--- config.mk ---
export PLATFORM = sky130hd
export DESIGN_NAME = fls_lane_select
export DESIGN_NICKNAME = d
export VERILOG_FILES = /design/src/hw/fls_pkg.sv /design/src/hw/fls_cfg_if.sv /design/src/hw/fls_layout_decode.sv /design/src/hw/fls_lane_select.sv
export SDC_FILE = /design/constraint.sdc
export NUM_CORES = 1
export LEC_CHECK = 0
export ABC_AREA = 1
export BUFFER_PORTS_ARGS = -buffer_cell sky130_fd_sc_hd__buf_4
export CORE_AREA = 2 2 232 234
export CTS_CLUSTER_DIAMETER = 150
export CTS_CLUSTER_SIZE = 24
export DETAILED_ROUTE_END_ITERATION = 7
export DIE_AREA = 0 0 234 236
export SETUP_SLACK_MARGIN = 0.2
export SLEW_MARGIN = 15
export SYNTH_ARGS = -nofsm -noshare
export SYNTH_HDL_FRONTEND = slang
export SYNTH_SLANG_ARGS = --single-unit
--- constraint.sdc ---
create_clock -name ref_clk -period 10.9 [get_ports ref_clk]
set_clock_uncertainty 0.05 [all_clocks]
set_input_delay 1.09 -clock ref_clk [delete_from_list [all_inputs] [get_ports ref_clk]]
set_output_delay 1.09 -clock ref_clk [all_outputs]
set_load 0.01 [all_outputs]
--- src/hw/fls_pkg.sv ---
// constants, layout codes and register map of the fp operand lane select block
// assumes a single 40 MHz clock and an apb slave port with 32-bit data
package fls_pkg;

  ////////////////////////////////////////////////////////////////////////////
  // widths
  localparam int BUS_W       = 72;
  localparam int OPND_W      = 24;
  localparam int HALF_W      = 16;
  localparam int LOW_CODE_W  = 5;
  localparam int HIGH_CODE_W = 6;
  localparam int OFF_W       = 7;
  localparam int ADDR_W      = 12;
  localparam int DATA_W      = 32;

  ////////////////////////////////////////////////////////////////////////////
  // lane-select codes
  localparam logic [LOW_CODE_W-1:0]  LO_BF16_SINGLE = 5'h13;
  localparam logic [LOW_CODE_W-1:0]  LO_BF16_DUAL   = 5'h14;
  localparam logic [LOW_CODE_W-1:0]  LO_BF16_ALT    = 5'h15;
  localparam logic [LOW_CODE_W-1:0]  LO_FP16_SINGLE = 5'h16;
  localparam logic [LOW_CODE_W-1:0]  LO_FP16_DUAL   = 5'h17;
  localparam logic [LOW_CODE_W-1:0]  LO_FP16_ALT    = 5'h18;
  localparam logic [LOW_CODE_W-1:0]  LO_FP24_SINGLE = 5'h19;
  localparam logic [LOW_CODE_W-1:0]  LO_FP24_DUAL   = 5'h1A;
  localparam logic [HIGH_CODE_W-1:0] HI_BF16_SINGLE = 6'h13;
  localparam logic [HIGH_CODE_W-1:0] HI_BF16_DUAL   = 6'h14;
  localparam logic [HIGH_CODE_W-1:0] HI_BF16_ALT    = 6'h15;
  localparam logic [HIGH_CODE_W-1:0] HI_FP16_SINGLE = 6'h16;
  localparam logic [HIGH_CODE_W-1:0] HI_FP16_DUAL   = 6'h17;
  localparam logic [HIGH_CODE_W-1:0] HI_FP16_ALT    = 6'h18;
  localparam logic [HIGH_CODE_W-1:0] HI_FP24_SINGLE = 6'h19;
  localparam logic [HIGH_CODE_W-1:0] HI_FP24_DUAL   = 6'h1A;
  localparam logic [HIGH_CODE_W-1:0] HI_BF16_SPLIT  = 6'h33;
  localparam logic [HIGH_CODE_W-1:0] HI_BF16_CMPCT  = 6'h35;
  localparam logic [HIGH_CODE_W-1:0] HI_FP16_SPLIT  = 6'h36;
  localparam logic [HIGH_CODE_W-1:0] HI_FP16_CMPCT  = 6'h38;
  localparam logic [HIGH_CODE_W-1:0] HI_FP24_SPLIT  = 6'h39;
  localparam logic [HIGH_CODE_W-1:0] HI_FP24_CMPCT  = 6'h3A;

  ////////////////////////////////////////////////////////////////////////////
  // operand layouts
  typedef enum logic [14:0] {
    LAY_NONE        = 15'h0001,
    LAY_BF16_SINGLE = 15'h0002,
    LAY_BF16_SPLIT  = 15'h0004,
    LAY_BF16_DUAL   = 15'h0008,
    LAY_BF16_ALT    = 15'h0010,
    LAY_BF16_CMPCT  = 15'h0020,
    LAY_FP16_SINGLE = 15'h0040,
    LAY_FP16_SPLIT  = 15'h0080,
    LAY_FP16_DUAL   = 15'h0100,
    LAY_FP16_ALT    = 15'h0200,
    LAY_FP16_CMPCT  = 15'h0400,
    LAY_FP24_SINGLE = 15'h0800,
    LAY_FP24_SPLIT  = 15'h1000,
    LAY_FP24_DUAL   = 15'h2000,
    LAY_FP24_CMPCT  = 15'h4000
  } fls_layout_type;

  // number formats reported in status
  localparam logic [1:0] FMT_NONE = 2'h0;
  localparam logic [1:0] FMT_BF16 = 2'h1;
  localparam logic [1:0] FMT_FP16 = 2'h2;
  localparam logic [1:0] FMT_FP24 = 2'h3;

  ////////////////////////////////////////////////////////////////////////////
  // lane bit offsets
  localparam logic [OFF_W-1:0] OFF_0  = 7'h00;
  localparam logic [OFF_W-1:0] OFF_16 = 7'h10;
  localparam logic [OFF_W-1:0] OFF_24 = 7'h18;
  localparam logic [OFF_W-1:0] OFF_32 = 7'h20;
  localparam logic [OFF_W-1:0] OFF_48 = 7'h30;

  // the value 1.0 in each format
  localparam logic [OPND_W-1:0] ONE_BF16 = 24'h003F80;
  localparam logic [OPND_W-1:0] ONE_FP16 = 24'h003C00;
  localparam logic [OPND_W-1:0] ONE_FP24 = 24'h3F8000;

  ////////////////////////////////////////////////////////////////////////////
  // register map
  localparam logic [ADDR_W-1:0] REG_CTRL   = 12'h000;
  localparam logic [ADDR_W-1:0] REG_STATUS = 12'h004;
  localparam logic [ADDR_W-1:0] REG_OPND_A = 12'h008;
  localparam logic [ADDR_W-1:0] REG_OPND_B = 12'h00C;
  localparam logic [ADDR_W-1:0] REG_OPND_C = 12'h010;
  localparam logic [ADDR_W-1:0] REG_OPND_D = 12'h014;

  localparam int CTRL_LOW_LSB    = 0;
  localparam int CTRL_HIGH_LSB   = 8;
  localparam int CTRL_SUM_BIT    = 16;
  localparam int CTRL_EXPW1_BIT  = 20;
  localparam int CTRL_EXPW2_BIT  = 21;
  localparam logic [DATA_W-1:0] CTRL_USED  = 32'h00313F1F;
  localparam logic [DATA_W-1:0] CTRL_RESET = 32'h00000000;

  localparam int STAT_VALID_BIT  = 0;
  localparam int STAT_THREE_BIT  = 1;
  localparam int STAT_MISM_BIT   = 2;
  localparam int STAT_FMT_LSB    = 4;

endpackage

--- src/hw/fls_cfg_if.sv ---
// carries lane-select codes to the layout decoder and the decoded layout back
// assumes both ends sit in the same clock domain; purely combinational
`timescale 1ns/1ps
interface fls_cfg_if;
  import fls_pkg::*;
  logic [LOW_CODE_W-1:0]  lowCode;
  logic [HIGH_CODE_W-1:0] highCode;
  fls_layout_type         layout;
  logic                   wideLanes;
  logic                   threeOperand;
  logic                   needExp8;
  logic [1:0]             format;

  modport decoder (input lowCode, input highCode, output layout, output wideLanes,
                   output threeOperand, output needExp8, output format);
  modport user    (output lowCode, output highCode, input layout, input wideLanes,
                   input threeOperand, input needExp8, input format);
endinterface

--- src/hw/fls_layout_decode.sv ---
// turns the low and high lane-select codes into one operand layout
// assumes codes are static while operands flow; unknown pairs give LAY_NONE
`timescale 1ns/1ps
module fls_layout_decode
  import fls_pkg::*;
(
  // configuration link
  fls_cfg_if.decoder cfg
);

  ////////////////////////////////////////////////////////////////////////////
  always_comb begin
    cfg.layout = LAY_NONE;
    unique case (cfg.lowCode)
      LO_BF16_SINGLE: begin
        if (cfg.highCode == HI_BF16_SINGLE) cfg.layout = LAY_BF16_SINGLE; // [RULE3]
        if (cfg.highCode == HI_BF16_SPLIT)  cfg.layout = LAY_BF16_SPLIT;  // [RULE4]
      end
      LO_BF16_DUAL: begin
        if (cfg.highCode == HI_BF16_DUAL)   cfg.layout = LAY_BF16_DUAL;   // [RULE5]
      end
      LO_BF16_ALT: begin
        if (cfg.highCode == HI_BF16_ALT)    cfg.layout = LAY_BF16_ALT;    // [RULE6]
        if (cfg.highCode == HI_BF16_CMPCT)  cfg.layout = LAY_BF16_CMPCT;  // [RULE7]
      end
      LO_FP16_SINGLE: begin
        if (cfg.highCode == HI_FP16_SINGLE) cfg.layout = LAY_FP16_SINGLE; // [RULE8]
        if (cfg.highCode == HI_FP16_SPLIT)  cfg.layout = LAY_FP16_SPLIT;  // [RULE9]
      end
      LO_FP16_DUAL: begin
        if (cfg.highCode == HI_FP16_DUAL)   cfg.layout = LAY_FP16_DUAL;   // [RULE10]
      end
      LO_FP16_ALT: begin
        if (cfg.highCode == HI_FP16_ALT)    cfg.layout = LAY_FP16_ALT;    // [RULE11]
        if (cfg.highCode == HI_FP16_CMPCT)  cfg.layout = LAY_FP16_CMPCT;  // [RULE12]
      end
      LO_FP24_SINGLE: begin
        if (cfg.highCode == HI_FP24_SINGLE) cfg.layout = LAY_FP24_SINGLE; // [RULE13]
        if (cfg.highCode == HI_FP24_SPLIT)  cfg.layout = LAY_FP24_SPLIT;  // [RULE14]
      end
      LO_FP24_DUAL: begin
        if (cfg.highCode == HI_FP24_DUAL)   cfg.layout = LAY_FP24_DUAL;   // [RULE15]
        if (cfg.highCode == HI_FP24_CMPCT)  cfg.layout = LAY_FP24_CMPCT;  // [RULE16]
      end
      default: cfg.layout = LAY_NONE;
    endcase
  end

  ////////////////////////////////////////////////////////////////////////////
  // format attributes of the layout
  assign cfg.threeOperand = cfg.layout inside {LAY_BF16_SINGLE, LAY_FP16_SINGLE, LAY_FP24_SINGLE};
  assign cfg.wideLanes    = cfg.layout inside {LAY_FP24_SINGLE, LAY_FP24_SPLIT, LAY_FP24_DUAL, LAY_FP24_CMPCT};
  assign cfg.format       = (cfg.layout == LAY_NONE) ? FMT_NONE :
                            cfg.wideLanes ? FMT_FP24 :
                            (cfg.layout inside {LAY_FP16_SINGLE, LAY_FP16_SPLIT, LAY_FP16_DUAL, LAY_FP16_ALT,
                                                LAY_FP16_CMPCT}) ? FMT_FP16 : FMT_BF16;
  assign cfg.needExp8     = (cfg.format != FMT_FP16);

endmodule

--- src/hw/fls_lane_select.sv ---
// top of the fp operand lane select: apb config, operand muxing, result select
// assumes operand buses and product inputs are synchronous to ref_clk
`timescale 1ns/1ps

// How it works
// RULE1 - a,b feed first product, c,d second
// RULE2 - three-operand layouts force d to 1.0
// RULE3 - bf16 single: a[15:0], b[31:16], c[47:32]
// RULE4 - bf16 split: a,c low lane; b,d second
// RULE5 - bf16 dual: d from second high [63:48]
// RULE6 - bf16 alternate: a,b lane0; c,d lane1
// RULE7 - bf16 compact: all operands from [15:0]
// RULE8 - fp16 single: a,b,c like bf16 single
// RULE9 - fp16 split: a,c lane0; b,d lane1
// RULE10 - fp16 dual: c[47:32], d[63:48]
// RULE11 - fp16 alternate: a,b lane0; c,d lane1
// RULE12 - fp16 compact: all operands from [15:0]
// RULE13 - fp24 single: a[23:0], b[47:24], c[71:48]
// RULE14 - fp24 split: a,c [23:0]; b,d [47:24]
// RULE15 - fp24 dual: a,b [23:0]; c,d [47:24]
// RULE16 - fp24 compact: all operands from [23:0]
// RULE17 - lower result a*b or sum; upper c*d
// RULE18 - software matches exponent widths to format
// RULE19 - unassigned bus bits never reach operands
module fls_lane_select
  import fls_pkg::*;
#(
  parameter int RESULT_W = OPND_W
) (
  // clock and reset
  input  wire logic                ref_clk,
  input  wire logic                rst,
  // apb slave
  input  wire logic [ADDR_W-1:0]   paddr,
  input  wire logic                psel,
  input  wire logic                penable,
  input  wire logic                pwrite,
  input  wire logic [DATA_W-1:0]   pwdata,
  input  wire logic [3:0]          pstrb,
  output logic      [DATA_W-1:0]   prdata,
  output logic                     pready,
  output logic                     pslverr,
  // operand buses from fabric
  input  wire logic [BUS_W-1:0]    firstLowBus,
  input  wire logic [BUS_W-1:0]    secondLowBus,
  input  wire logic [BUS_W-1:0]    firstHighBus,
  input  wire logic [BUS_W-1:0]    secondHighBus,
  // selected operands to the multiplication stage
  output logic      [OPND_W-1:0]   operandA,
  output logic      [OPND_W-1:0]   operandB,
  output logic      [OPND_W-1:0]   operandC,
  output logic      [OPND_W-1:0]   operandD,
  output logic      [1:0]          operandFormat,
  output logic                     first_product_exponent_width,
  output logic                     second_product_exponent_width,
  // products back from the arithmetic
  input  wire logic [RESULT_W-1:0] productFirst,
  input  wire logic [RESULT_W-1:0] productSecond,
  input  wire logic [RESULT_W-1:0] productSum,
  // results
  output logic      [RESULT_W-1:0] lowerResult,
  output logic      [RESULT_W-1:0] upperResult
);

  ////////////////////////////////////////////////////////////////////////////
  // layout decode
  fls_cfg_if cfgLink ();

  fls_layout_decode uDecode (
    .cfg (cfgLink.decoder)
  );

  logic [DATA_W-1:0] ctrl_q;
  logic [DATA_W-1:0] ctrl_d;

  assign cfgLink.lowCode  = ctrl_q[CTRL_LOW_LSB +: LOW_CODE_W];
  assign cfgLink.highCode = ctrl_q[CTRL_HIGH_LSB +: HIGH_CODE_W];

  ////////////////////////////////////////////////////////////////////////////
  // lane offsets per layout; d offset unused when d is forced
  logic [OFF_W-1:0] offA;
  logic [OFF_W-1:0] offB;
  logic [OFF_W-1:0] offC;
  logic [OFF_W-1:0] offD;

  always_comb begin
    offA = OFF_0;
    offB = OFF_0;
    offC = OFF_0;
    offD = OFF_0;
    unique case (cfgLink.layout)
      LAY_BF16_SINGLE, LAY_FP16_SINGLE: begin
        offB = OFF_16; // [RULE3] [RULE8]
        offC = OFF_32;
      end
      LAY_BF16_SPLIT, LAY_FP16_SPLIT: begin
        offB = OFF_16; // [RULE4] [RULE9]
        offD = OFF_16;
      end
      LAY_BF16_DUAL, LAY_FP16_DUAL: begin
        offB = OFF_16; // [RULE5] [RULE10]
        offC = OFF_32;
        offD = OFF_48;
      end
      LAY_BF16_ALT, LAY_FP16_ALT: begin
        offC = OFF_16; // [RULE6] [RULE11]
        offD = OFF_16;
      end
      LAY_FP24_SINGLE: begin
        offB = OFF_24; // [RULE13]
        offC = OFF_48;
      end
      LAY_FP24_SPLIT: begin
        offB = OFF_24; // [RULE14]
        offD = OFF_24;
      end
      LAY_FP24_DUAL: begin
        offC = OFF_24; // [RULE15]
        offD = OFF_24;
      end
      LAY_BF16_CMPCT, LAY_FP16_CMPCT, LAY_FP24_CMPCT, LAY_NONE: begin
        offA = OFF_0;  // [RULE7] [RULE12] [RULE16]
      end
    endcase
  end

  ////////////////////////////////////////////////////////////////////////////
  // lane extraction; only the addressed slice is read
  function automatic logic [OPND_W-1:0] pickLane(input logic [BUS_W-1:0] bus,
                                                 input logic [OFF_W-1:0] off,
                                                 input logic             wide);
    logic [OPND_W-1:0] slice;
    slice = '0;
    if (wide) begin
      slice = bus[off +: OPND_W];
    end else begin
      slice = {8'h00, bus[off +: HALF_W]};
    end
    return slice;
  endfunction

  logic [OPND_W-1:0] oneValue;
  logic              laneValid;
  wire  [OPND_W-1:0] laneA = pickLane(firstLowBus, offA, cfgLink.wideLanes);   // [RULE19]
  wire  [OPND_W-1:0] laneB = pickLane(secondLowBus, offB, cfgLink.wideLanes);  // [RULE19]
  wire  [OPND_W-1:0] laneC = pickLane(firstHighBus, offC, cfgLink.wideLanes);  // [RULE19]
  wire  [OPND_W-1:0] laneD = pickLane(secondHighBus, offD, cfgLink.wideLanes); // [RULE19]

  assign laneValid = (cfgLink.layout != LAY_NONE);
  assign oneValue  = (cfgLink.format == FMT_FP24) ? ONE_FP24 :
                     (cfgLink.format == FMT_FP16) ? ONE_FP16 : ONE_BF16;

  // unknown code pairs give zero operands rather than stray bus bits
  wire [OPND_W-1:0] nextA = laneValid ? laneA : '0;
  wire [OPND_W-1:0] nextB = laneValid ? laneB : '0;
  wire [OPND_W-1:0] nextC = laneValid ? laneC : '0;
  wire [OPND_W-1:0] nextD = !laneValid ? '0 :
                            cfgLink.threeOperand ? oneValue : laneD; // [RULE2]

  // a,b go to the first product unit, c,d to the second
  always_ff @(posedge ref_clk or posedge rst) begin
    if (rst) begin
      operandA <= '0;
      operandB <= '0;
      operandC <= '0;
      operandD <= '0;
    end else begin
      operandA <= nextA; // [RULE1]
      operandB <= nextB;
      operandC <= nextC; // [RULE1]
      operandD <= nextD;
    end
  end

  ////////////////////////////////////////////////////////////////////////////
  // result selection
  wire sumSelect = ctrl_q[CTRL_SUM_BIT];
  wire [RESULT_W-1:0] nextLower = sumSelect ? productSum : productFirst; // [RULE17]

  always_ff @(posedge ref_clk or posedge rst) begin
    if (rst) begin
      lowerResult <= '0;
      upperResult <= '0;
    end else begin
      lowerResult <= nextLower;
      upperResult <= productSecond; // [RULE17]
    end
  end

  ////////////////////////////////////////////////////////////////////////////
  // exponent width settings; mismatch flagged, not corrected
  wire expMismatch = laneValid &&
                     ((ctrl_q[CTRL_EXPW1_BIT] != cfgLink.needExp8) ||
                      (ctrl_q[CTRL_EXPW2_BIT] != cfgLink.needExp8)); // [RULE18]

  assign first_product_exponent_width  = ctrl_q[CTRL_EXPW1_BIT];
  assign second_product_exponent_width = ctrl_q[CTRL_EXPW2_BIT];
  assign operandFormat                 = cfgLink.format;

  ////////////////////////////////////////////////////////////////////////////
  // apb slave, zero wait states
  wire accessPhase = psel && penable;
  wire hitCtrl     = (paddr == REG_CTRL);
  wire hitStatus   = (paddr == REG_STATUS);
  wire hitOpnd     = (paddr == REG_OPND_A) || (paddr == REG_OPND_B)
                   || (paddr == REG_OPND_C) || (paddr == REG_OPND_D);
  wire hitAny      = hitCtrl || hitStatus || hitOpnd;
  wire ctrlWrite   = accessPhase && pwrite && hitCtrl;

  for (genvar lane = 0; lane < 4; lane++) begin : gCtrlBytes
    assign ctrl_d[lane*8 +: 8] = (ctrlWrite && pstrb[lane])
                               ? (pwdata[lane*8 +: 8] & CTRL_USED[lane*8 +: 8])
                               : ctrl_q[lane*8 +: 8];
  end

  always_ff @(posedge ref_clk or posedge rst) begin
    if (rst) begin
      ctrl_q <= CTRL_RESET;
    end else begin
      ctrl_q <= ctrl_d;
    end
  end

  logic [DATA_W-1:0] statusWord;
  always_comb begin
    statusWord                              = '0;
    statusWord[STAT_VALID_BIT]              = laneValid;
    statusWord[STAT_THREE_BIT]              = cfgLink.threeOperand;
    statusWord[STAT_MISM_BIT]               = expMismatch;
    statusWord[STAT_FMT_LSB +: 2]           = cfgLink.format;
  end

  wire [DATA_W-1:0] readWord =
    hitCtrl                 ? ctrl_q :
    hitStatus               ? statusWord :
    (paddr == REG_OPND_A)   ? {8'h00, operandA} :
    (paddr == REG_OPND_B)   ? {8'h00, operandB} :
    (paddr == REG_OPND_C)   ? {8'h00, operandC} :
    (paddr == REG_OPND_D)   ? {8'h00, operandD} : '0;

  assign pready  = 1'b1;
  assign pslverr = accessPhase && !hitAny;
  assign prdata  = (accessPhase && !pwrite) ? readWord : '0;

endmodule

Yosys cells after proc, flatten, opt, wreduce, memory -nomap -nowiden. Cells that the tools add are included.

Register bits after elaboration: 158. Bits of input ports: 413. Output and inout bits: 182. Logic and storage cells: 130.

Equal/unequal tests: 47. Shifts and indexed selects: 6. Multiplexer cells: 40. Reduce and logical (&&, ||, !) cells: 28.

Operators by type and width (number): 24-bit 2-to-1 mux (17); 72-bit by 8-bit indexed part select with 16-bit output (3); 72-bit by 8-bit indexed part select with 24-bit output (3); 15-bit case mux with 8 select lines (1); 6-bit by 5-bit equality test with 1-bit output, second input constant (8); 5-bit equality test, second input constant (8); 6-bit equality test, second input constant (6); 12-bit by 4-bit equality test with 1-bit output, second input constant (2); 12-bit by 5-bit equality test with 1-bit output, second input constant (2); 6-bit case mux with 4 select lines (1); 22-bit 2-to-1 mux (1); 10-bit 2-to-1 mux (2); 6-bit case mux with 3 select lines (1); 15-bit by 1-bit equality test with 1-bit output, second input constant (1); 15-bit by 10-bit equality test with 1-bit output, second input constant (1); 15-bit by 11-bit equality test with 1-bit output, second input constant (1); 15-bit by 12-bit equality test with 1-bit output, second input constant (1); 15-bit by 13-bit equality test with 1-bit output, second input constant (1); 15-bit by 14-bit equality test with 1-bit output, second input constant (1); 15-bit equality test, second input constant (1); 15-bit by 2-bit equality test with 1-bit output, second input constant (1); 15-bit by 3-bit equality test with 1-bit output, second input constant (1); 15-bit by 4-bit equality test with 1-bit output, second input constant (1); 15-bit by 5-bit equality test with 1-bit output, second input constant (1); 32 further kinds (55).

Depth between registers and ports, before layout. Gate-level depths: netlist of the first run.

Depth after elaboration: 16. Mapped depth: 15. Mapped depth without buffers: 15.

Modules after synthesis. A second synthesis of the first run with hierarchy kept.

Cell total of the unflattened synthesis: 1508. Area total of the unflattened synthesis: 10362.4 um2.

By module, submodules not included: fls_lane_select (instances 1, cells each 1384, area each 9738.1 um2); fls_layout_decode (instances 1, cells each 124, area each 624.3 um2).

Worst setup path after synthesis of the first run. Ideal clock, no wire load.

Path type: input to output. Start point: in paddr[1]. End point: out prdata[14]. Arrival: 2480 ps. Setup slack: 7280 ps. Stages on the path: 7. Buffers on the path: 1. Path through: or2_1 nor2_1 nand2_1 nor2_1 buf_2 nand2_1 a311oi_1.

Cells in the longest elaborated chain, start to end: 8. Elaborated cells between the ends (all ways): 13. Classes of those cells: eq/ne (5); mux (7); reduce/logical (1).

Ends and longest elaborated chain: start: declaration (line fls_lane_select.sv:34) `input wire logic [ADDR_W-1:0] paddr,`; 12-bit by 5-bit equality test with 1-bit output (line fls_lane_select.sv:239) `(paddr == REG_OPND_D) ? {8'h00, operandD} : '0;`; 24-bit 2-to-1 mux (line fls_lane_select.sv:239); 24-bit 2-to-1 mux (line fls_lane_select.sv:238) `(paddr == REG_OPND_C) ? {8'h00, operandC} :`; 24-bit 2-to-1 mux (line fls_lane_select.sv:237) `(paddr == REG_OPND_B) ? {8'h00, operandB} :`; 24-bit 2-to-1 mux (line fls_lane_select.sv:236) `(paddr == REG_OPND_A) ? {8'h00, operandA} :`; 24-bit 2-to-1 mux (line fls_lane_select.sv:235) `hitStatus ? statusWord :`; 24-bit 2-to-1 mux (*) (line fls_lane_select.sv:234) `hitCtrl ? ctrl_q :`; 24-bit 2-to-1 mux (*) (line fls_lane_select.sv:243) `assign prdata = (accessPhase && !pwrite) ? readWord : '0;`; end: declaration (line fls_lane_select.sv:40) `output logic [DATA_W-1:0] prdata,`.

Every way passes the cells marked *; elsewhere a longest branch is shown, timed or not.

Worst setup path after layout of the first run.
Start point: in paddr[7]. End point: out prdata[5].

The elaborated chain is that of the path after synthesis.

==> results.md, run 1 <==
- CP max FO: 23
- Commonest cells after routing, fill and taps aside: buf_4 (502), nand2_1 (429), nor2_1 (198)
- Tcrit/Tclk final: 0.472
- Initial antenna violation count: 0
- Hold Path Origin: ctrl_q[21]$_DFFE_PP0P_
- Largest net degree at the start of global routing: 87
- Reg-to-reg setup timing slack: 6.81 ns
- Slew Limit Headroom: 0.292
- Multiplexer area fraction after synthesis: 0.00114
- IO buf count: 494
- WHS: between 0.6 and 0.7 ns
- Post-Synth Simple-Gate Area: 0.333
- Peak supply drop: ~0.00013 V
- Inserted Diodes: 0
- Resized cells post-CTS: 0
- Power Density: ~96 nW/µm²
- Detail Route Antenna Nets: 0
- WP buf/inv: 3
- Number of I/O pins: roughly 600
- Vias per cell: roughly 4.4
- Layout cells sized above 1: 0.312
- Post-CTS setup buffers: 0
- Dominant synthesized flop cell: dfrtp_1
- Clk slew on worst S/H paths: 0.07 ns
- H-tree depth: 4
- WL/cell: about 21 µm
- Vias in the first global route: 11300
- Status: complete, no violations
- Compound-Gate Fraction of Synth Area: 0.164
- Die Wd: ~230 µm
- Number of cells produced by synthesis: roughly 1500
- Synth Area in Adders: 0
- CTS tree: done
- Die Y: 236 µm
- Worst Path Class, Setup: in -> out
- Hold_buf cts: 0
- Multi-input logic area: between 4000 and 5000 µm²
- Largest family of logic cells by synthesized area: simple AND/OR/NAND/NOR gates
- Worst reg2reg startpoint: ctrl_q[12]$_DFFE_PP0P_
- Via Count: around 12000
- CTS Root Cell: clkbuf_16
- Endpoints failing hold: 0
- Leakage: between 7 and 8 nW
- #FFs+latches synth: ~160
- Worst Hold Path EP: ctrl_q[21]$_DFFE_PP0P_
- Hold path cells: 2
- Overflow after GRT: 0
- Total Power: ~1.4 mW
- Reg2Reg Depth: 8
- Distinct cells, synth: between 40 and 50
- Max-cap violation count: 0
- Ys async rst share: 1.00
- Syn avg cell area: 6.79 µm²
- Seq/Total Area, Yosys: 0.399
- DRT Pass-1 Iters: 5
- Clock Latency Late Sink: slightly below 0.5 ns
- RSZ-0062 raised after global routing: no
- Detailed Place HPWL: 43.6 mm
- Sequence of cells on the critical path: buf_4, nor2_1, nand3_1, nor3_1, nand2_1, inv_1, a21oi_1, nand3_1, o21ai_0, a21oi_1, buf_4
- Layout fillers: 5883
- Worst stage delay on the critical path: ~0.70 ns
- Yosys Warn Count: 0
- Die ar.: 55200 µm²
- Core ar.: roughly 53000 µm²
- Row count: between 80 and 90
- Worst Max-Slew Pin Slew: between 1 and 1.5 ns
- Area grow syn2layout: 48.0%
- Setup crit end kind: primary output
- Total Routing Usage GR: 0.189
- Terminus of the critical flop-to-flop path: operandD[17]$_DFF_PP0_
- Initial DRC Count: 693
- Setup_tns: 0 ns
- Slew Viols, Final: 0
- Minimum clock period: around 5 ns
- Initial Util: 0.187
- Final #Nets: roughly 2300
- DRC: 0
- Post-synth EDFFs: 0
- Worst min-delay path class: reg -> reg
- First-pass GRT wire length: 74.1 mm
- Req. time, crit path: around 10 ns
- Clock Sinks: 158
- XOR/XNOR Fraction of Synth Area: 0
- Commonest non-fill, non-tap cell in the layout: buf_4
- Post-Route WL: about 54 mm
- Delay-heaviest family, CP: simple AND/OR/NAND/NOR gates
- CTS Buf Count: 17
- Peak Freq: 0.195 GHz
- Critical path arrival: 4.00 ns
- Post-Syn Area: just under 10000 µm²
- Buffer depth of the longest clock path: 2
- GPL Wtd Cong: 0.898
- Final setup fails: 0
- Sequential cell area: a little under 4000 µm²
- CP Launch Type: input port
- Slowest CP cell: inv_1
-- power breakdown --
| group | total (mW) | switching, mW | internal, mW |
|---|---|---|---|
| Sequential | 0.598 | 0.00318 | 0.595 |
| Clock | 0.621 | 0.293 | 0.328 |
| Combinational | 0.180 | 0.0780 | 0.102 |
| Total | 1.40 | 0.374 | 1.03 |
-- worst min-delay path, cell delays in order (launching register included) --
cell and delay (ns):
dfrtp_1 0.44, inv_1 0.10, o21ai_0 0.08
-- per-layer routing --
layer / vias to the layer above / global-route usage / wire length [µm]
li1: 5561 / - / -
met1: 5352 / 0.219 / 21600
met2: 524 / 0.328 / 26200
met3: 65 / 0.0545 / 4190
met4: 0 / 0.0687 / 1590
met5: - / 0 / 0
-- stage by stage --
step / setup slack (ns) / cell area (µm²) / utilization / std cells
floorplan: 5.50 / 9920 / - / 1465
global placement: 5.84 / 14100 / 0.265 / 2581
detailed placement: 5.75 / 14100 / 0.265 / 2581
CTS: 5.74 / 14600 / 0.276 / 2613
global route: 5.51 / 14600 / 0.276 / 2613
finish: 5.76 / 14600 / 0.276 / 2613
-- synth_stat cells (2+ instances only) --
master	number	area, µm²
nor2_4	7	78.8
buf_4	23	173
nor2_2	10	62.6
o21a_1	2	15.0
clkbuf_1	15	56.3
conb_1	2	7.51
dfrtp_1	158	3950
nand2_1	429	1610
a211oi_1	3	22.5
inv_2	16	60.1
nand3_2	5	50.1
o21ai_1	38	190
o211ai_1	13	97.6
buf_2	31	155
o21ai_0	135	676
inv_1	113	424
a21oi_1	82	410
nand2_2	8	50.1
nand3_1	90	450
a31oi_1	22	138
buf_6	7	78.8
nand2_4	3	33.8
a311oi_1	6	52.6
buf_8	2	30.0
buf_1	3	11.3
or2_1	3	18.8
nand3_4	2	35.0
or2_2	5	31.3
nor2_1	200	751
clkinv_1	2	7.51
or2_0	4	25.0
nand4_1	6	37.5
nor3_1	3	15.0
-- cell type report --
class	instances	area share
Multi-Input combinational cell	1093	0.339
Tap cell	696	0.0594
Clock buffer	18	0.0300
Inverter	132	0.0343
Sequential cell	158	0.270
Timing Repair Buffer	502	0.257
Clock inverter	14	0.00991
-- worst max-delay path by stage --
stage	startpoint	endpoint	slack [ns]	cells after the start
final	paddr[7]	prdata[5]	5.76	11
after global routing	paddr[7]	prdata[5]	5.51	11
after CTS	paddr[6]	prdata[5]	5.74	11
after detailed placement	paddr[6]	prdata[5]	5.75	11
after global placement	paddr[7]	prdata[5]	5.84	11
after floorplan	rst	ctrl_q[0]$_DFFE_PP0P_	5.50	1
-- cells by family (layout without fill, tap and decap cells) --
family                 count (synthesis)  after routing
buffers and inverters                214            666
other                                  2              9
AOI/OAI and AO/OA                    304            304
muxes                                  1              1
and+or+nand+nor                      779            779
DFF                                  158            158
-- sequential cells by signal (all words and copies together) (netlist names) --
register,flops
lowerResult,24
operandA,24
operandB,24
operandC,24
operandD,24
upperResult,24
ctrl_q,14
(Power assumes the default switching activity.)
==> run 2, diff against run 1 <==
--- a/config.mk
+++ b/config.mk
@@ -7,11 +7,11 @@
 export LEC_CHECK = 0
 export ABC_AREA = 1
 export BUFFER_PORTS_ARGS = -buffer_cell sky130_fd_sc_hd__buf_4
-export CORE_AREA = 2 2 232 234
+export CORE_AREA = 2 2 235 237
 export CTS_CLUSTER_DIAMETER = 150
 export CTS_CLUSTER_SIZE = 24
 export DETAILED_ROUTE_END_ITERATION = 7
-export DIE_AREA = 0 0 234 236
+export DIE_AREA = 0 0 237 239
 export SETUP_SLACK_MARGIN = 0.2
 export SLEW_MARGIN = 15
 export SYNTH_ARGS = -nofsm -noshare
==> constraint.sdc (replaced) <==
create_clock -name ref_clk -period 4.7 [get_ports ref_clk]
set_clock_uncertainty 0.05 [all_clocks]
set_input_delay 0.47 -clock ref_clk [delete_from_list [all_inputs] [get_ports ref_clk]]
set_output_delay 0.47 -clock ref_clk [all_outputs]
set_load 0.01 [all_outputs]
==> run 2 against run 1 <==
- critical path depth rose by 1
- wire length rose by 2.7%
- combinational power up 140%
- die area is 2.6% higher
- worst setup slack worse by 4.7 ns
- worst hold slack worse by 0.55 ns
- global-route usage up 0.18 points
- largest power group unchanged
==> results.md, run 2 (synthesized netlist as in run 1, its figures left out) <==
- Status: complete, no violations
- Layout cells sized above 1: 0.313 (+0.00104)
- Minimum clock period: around 3.6 ns
- Worst setup slack after layout: 1.06 ns (-4.70 ns)
- Largest net degree at the start of global routing: 79 (-9.2%)
- H-tree depth: 4 (unchanged)
- Worst min-delay path class: in -> reg
- Core ar.: 54300 µm² (+2.4%)
- WL/cell: 20.7 µm (+1.2%)
- Reg-to-reg setup timing slack: 1.21 ns (-5.60 ns)
- Part of the power in registers: 0.409 (-0.019)
- P_sw: 0.867 mW (+130%)
- Placed cells: 2601 (+0.77%)
- Power Density: 226 nW/µm² (+140%)
- Setup_tns: 0 ns (unchanged)
- CP Launch Type: flip-flop
- Detail Route Antenna Nets: 0 (unchanged)
- Worst Path Class, Setup: reg -> out
- Final #Nets: 2349 (+1.4%)
- DRC: 0 (unchanged)
- Clk slew on worst S/H paths: 0.06 ns (about the same)
- Area grow syn2layout: 51.7%
- CTS tree: done
- DRT Pass-1 Iters: 5 (unchanged)
- Clock Sinks: 158 (unchanged)
- Clock Latency Late Sink: 0.48 ns (about the same)
- Final setup fails: 0 (unchanged)
- Commonest cells after routing, fill and taps aside: buf_4 (513), nand2_1 (429), nor2_1 (198)
- Critical path arrival: 3.12 ns (-0.88 ns)
- Total Routing Usage GR: 0.191 (+0.00175)
- Via Count: 11600 (+0.62%)
- Setup crit end kind: primary output
- Req. time, crit path: 4.18 ns (-5.58 ns)
- First-pass GRT wire length: 76.4 mm (+3.0%)
- CTS Root Cell: clkbuf_16
- Initial Util: 0.182 (-0.00436)
- Overflow after GRT: 0 (unchanged)
- Vias in the first global route: 11400 (+0.78%)
- Hold Path Origin: productSecond[11]
- Row count: 86 (+1.2%)
- Slew Viols, Final: 0 (unchanged)
- Clock Power Share: 0.464 (+0.020)
- Slew Limit Headroom: 0.426 (+0.134)
- Logic pwr share: 0.127 (-0.002)
- Die Y: 239 µm (+1.3%)
- CP max FO: 32 (+39%)
- Endpoints failing hold: 0 (unchanged)
- Leakage: 7.74 nW (+2.3%)
- Initial antenna violation count: 3 (+3)
- Worst Max-Slew Pin Slew: 0.861 ns (-0.198 ns)
- Dpl ws: 1.02 ns (-4.73 ns)
- Die Wd: 237 µm (+1.3%)
- Buffer depth of the longest clock path: 2 (unchanged)
- Die ar.: 56600 µm² (+2.6%)
- Net Sw Frac: 0.256 (-0.0116)
- RSZ-0062 raised after global routing: no
- Total Power: 3.39 mW (+140%)
- Tcrit/Tclk final: 0.774
- Worst Hold Path EP: upperResult[11]$_DFF_PP0_
- Vias per cell: 4.36 (-0.94%)
- CTS Buf Count: 17 (unchanged)
- Peak supply drop: 0.000282 V (+120%)
- Power Internal: 2.53 mW (+150%)
- Worst reg2reg startpoint: ctrl_q[12]$_DFFE_PP0P_
- Initial DRC Count: 625 (-9.8%)
- Non-Filler Instances: 2654 (+1.6%)
- Max-cap violation count: 0 (unchanged)
- Post-Route WL: 55.1 mm (+2.7%)
- Hold path cells: 1 (-1)
- Detailed Place HPWL: 44.8 mm (+2.8%)
- IO buf count: 494 (unchanged)
- Reg2Reg Depth: 12 (+4)
- Commonest non-fill, non-tap cell in the layout: buf_4
- GPL Wtd Cong: 0.898 (about the same)
- Number of I/O pins: 595 (unchanged)
- Peak Freq: roughly 0.27 GHz
- Terminus of the critical flop-to-flop path: operandB[3]$_DFF_PP0_
[run 2: power by group through the flow]
stage	clock (mW)	combinational (mW)	sequential [mW]
after floorplan	0	0.120	1.42
after global placement	0	0.417	1.41
after detailed placement	0	0.421	1.41
after CTS	1.65	0.436	1.39
after global routing	1.68	0.472	1.39
final	1.58	0.431	1.39
[run 2: layout make-up]
| class | instances | area [µm²] |
|---|---|---|
| clock buffer | 17 | 425 |
| tap | 704 | 881 |
| fill | 6099 | 39300 |
| clock inverter | 15 | 210 |
| antenna | 1 | 2.50 |
| inverter | 132 | 502 |
| sequential | 158 | 3950 |
| multi-input combinational | 1093 | 4970 |
| timing repair buffer | 534 | 4070 |
[run 2: metal layers]
| metal | wire (µm) | track usage | vias up |
|---|---|---|---|
| met2 | 27300 | 0.341 | 511 |
| met3 | 4550 | 0.0621 | 59 |
| met4 | 1270 | 0.0623 | 4 |
| met1 | 21900 | 0.215 | 5362 |
| met5 | 16 | 0 | - |
| li1 | - | - | 5637 |
[run 2: critical path: stages, from the launching register on]
cell	delay, ns
dfrtp_1	0.50
inv_2	0.10
nor2_2	0.52
nand3_1	0.19
nand3_1	0.17
o21ai_1	0.08
nor2_1	0.12
nand2_2	0.06
buf_4	0.32
nand2_1	0.16
nand2_1	0.11
a21oi_1	0.15
buf_4	0.16
[run 2: repair_timing]
action | 4_1_cts | 5_1_grt
hold endpoints to repair | 41 | 0
setup buffers | 0 | 0
resized for setup | 0 | 0
hold buffers | 20 | 0
[run 2: worst max-delay path by stage]
stage	cells past startpoint	endpoint	slack [ns]	startpoint
floorplan	1	ctrl_q[0]$_DFFE_PP0P_	2.18	rst
global placement	11	prdata[1]	1.05	paddr[11]
detailed placement	11	prdata[1]	1.02	paddr[11]
CTS	12	prdata[0]	1.0	ctrl_q[12]$_DFFE_PP0P_
global route	12	prdata[0]	0.77	ctrl_q[12]$_DFFE_PP0P_
finish	12	prdata[0]	1.06	ctrl_q[12]$_DFFE_PP0P_
[run 2: stage by stage]
| step | instance area [µm²] | hold slack (ns) | utilization |
|---|---|---|---|
| after detailed placement | 14200 | 0.530 | 0.261 |
| after CTS | 15000 | 0.000548 | 0.276 |
| after global placement | 14200 | 0.519 | 0.261 |
| final | 15000 | 0.0591 | 0.276 |
| after floorplan | 9930 | 0.451 | - |
| after global routing | 15000 | 0.0163 | 0.276 |
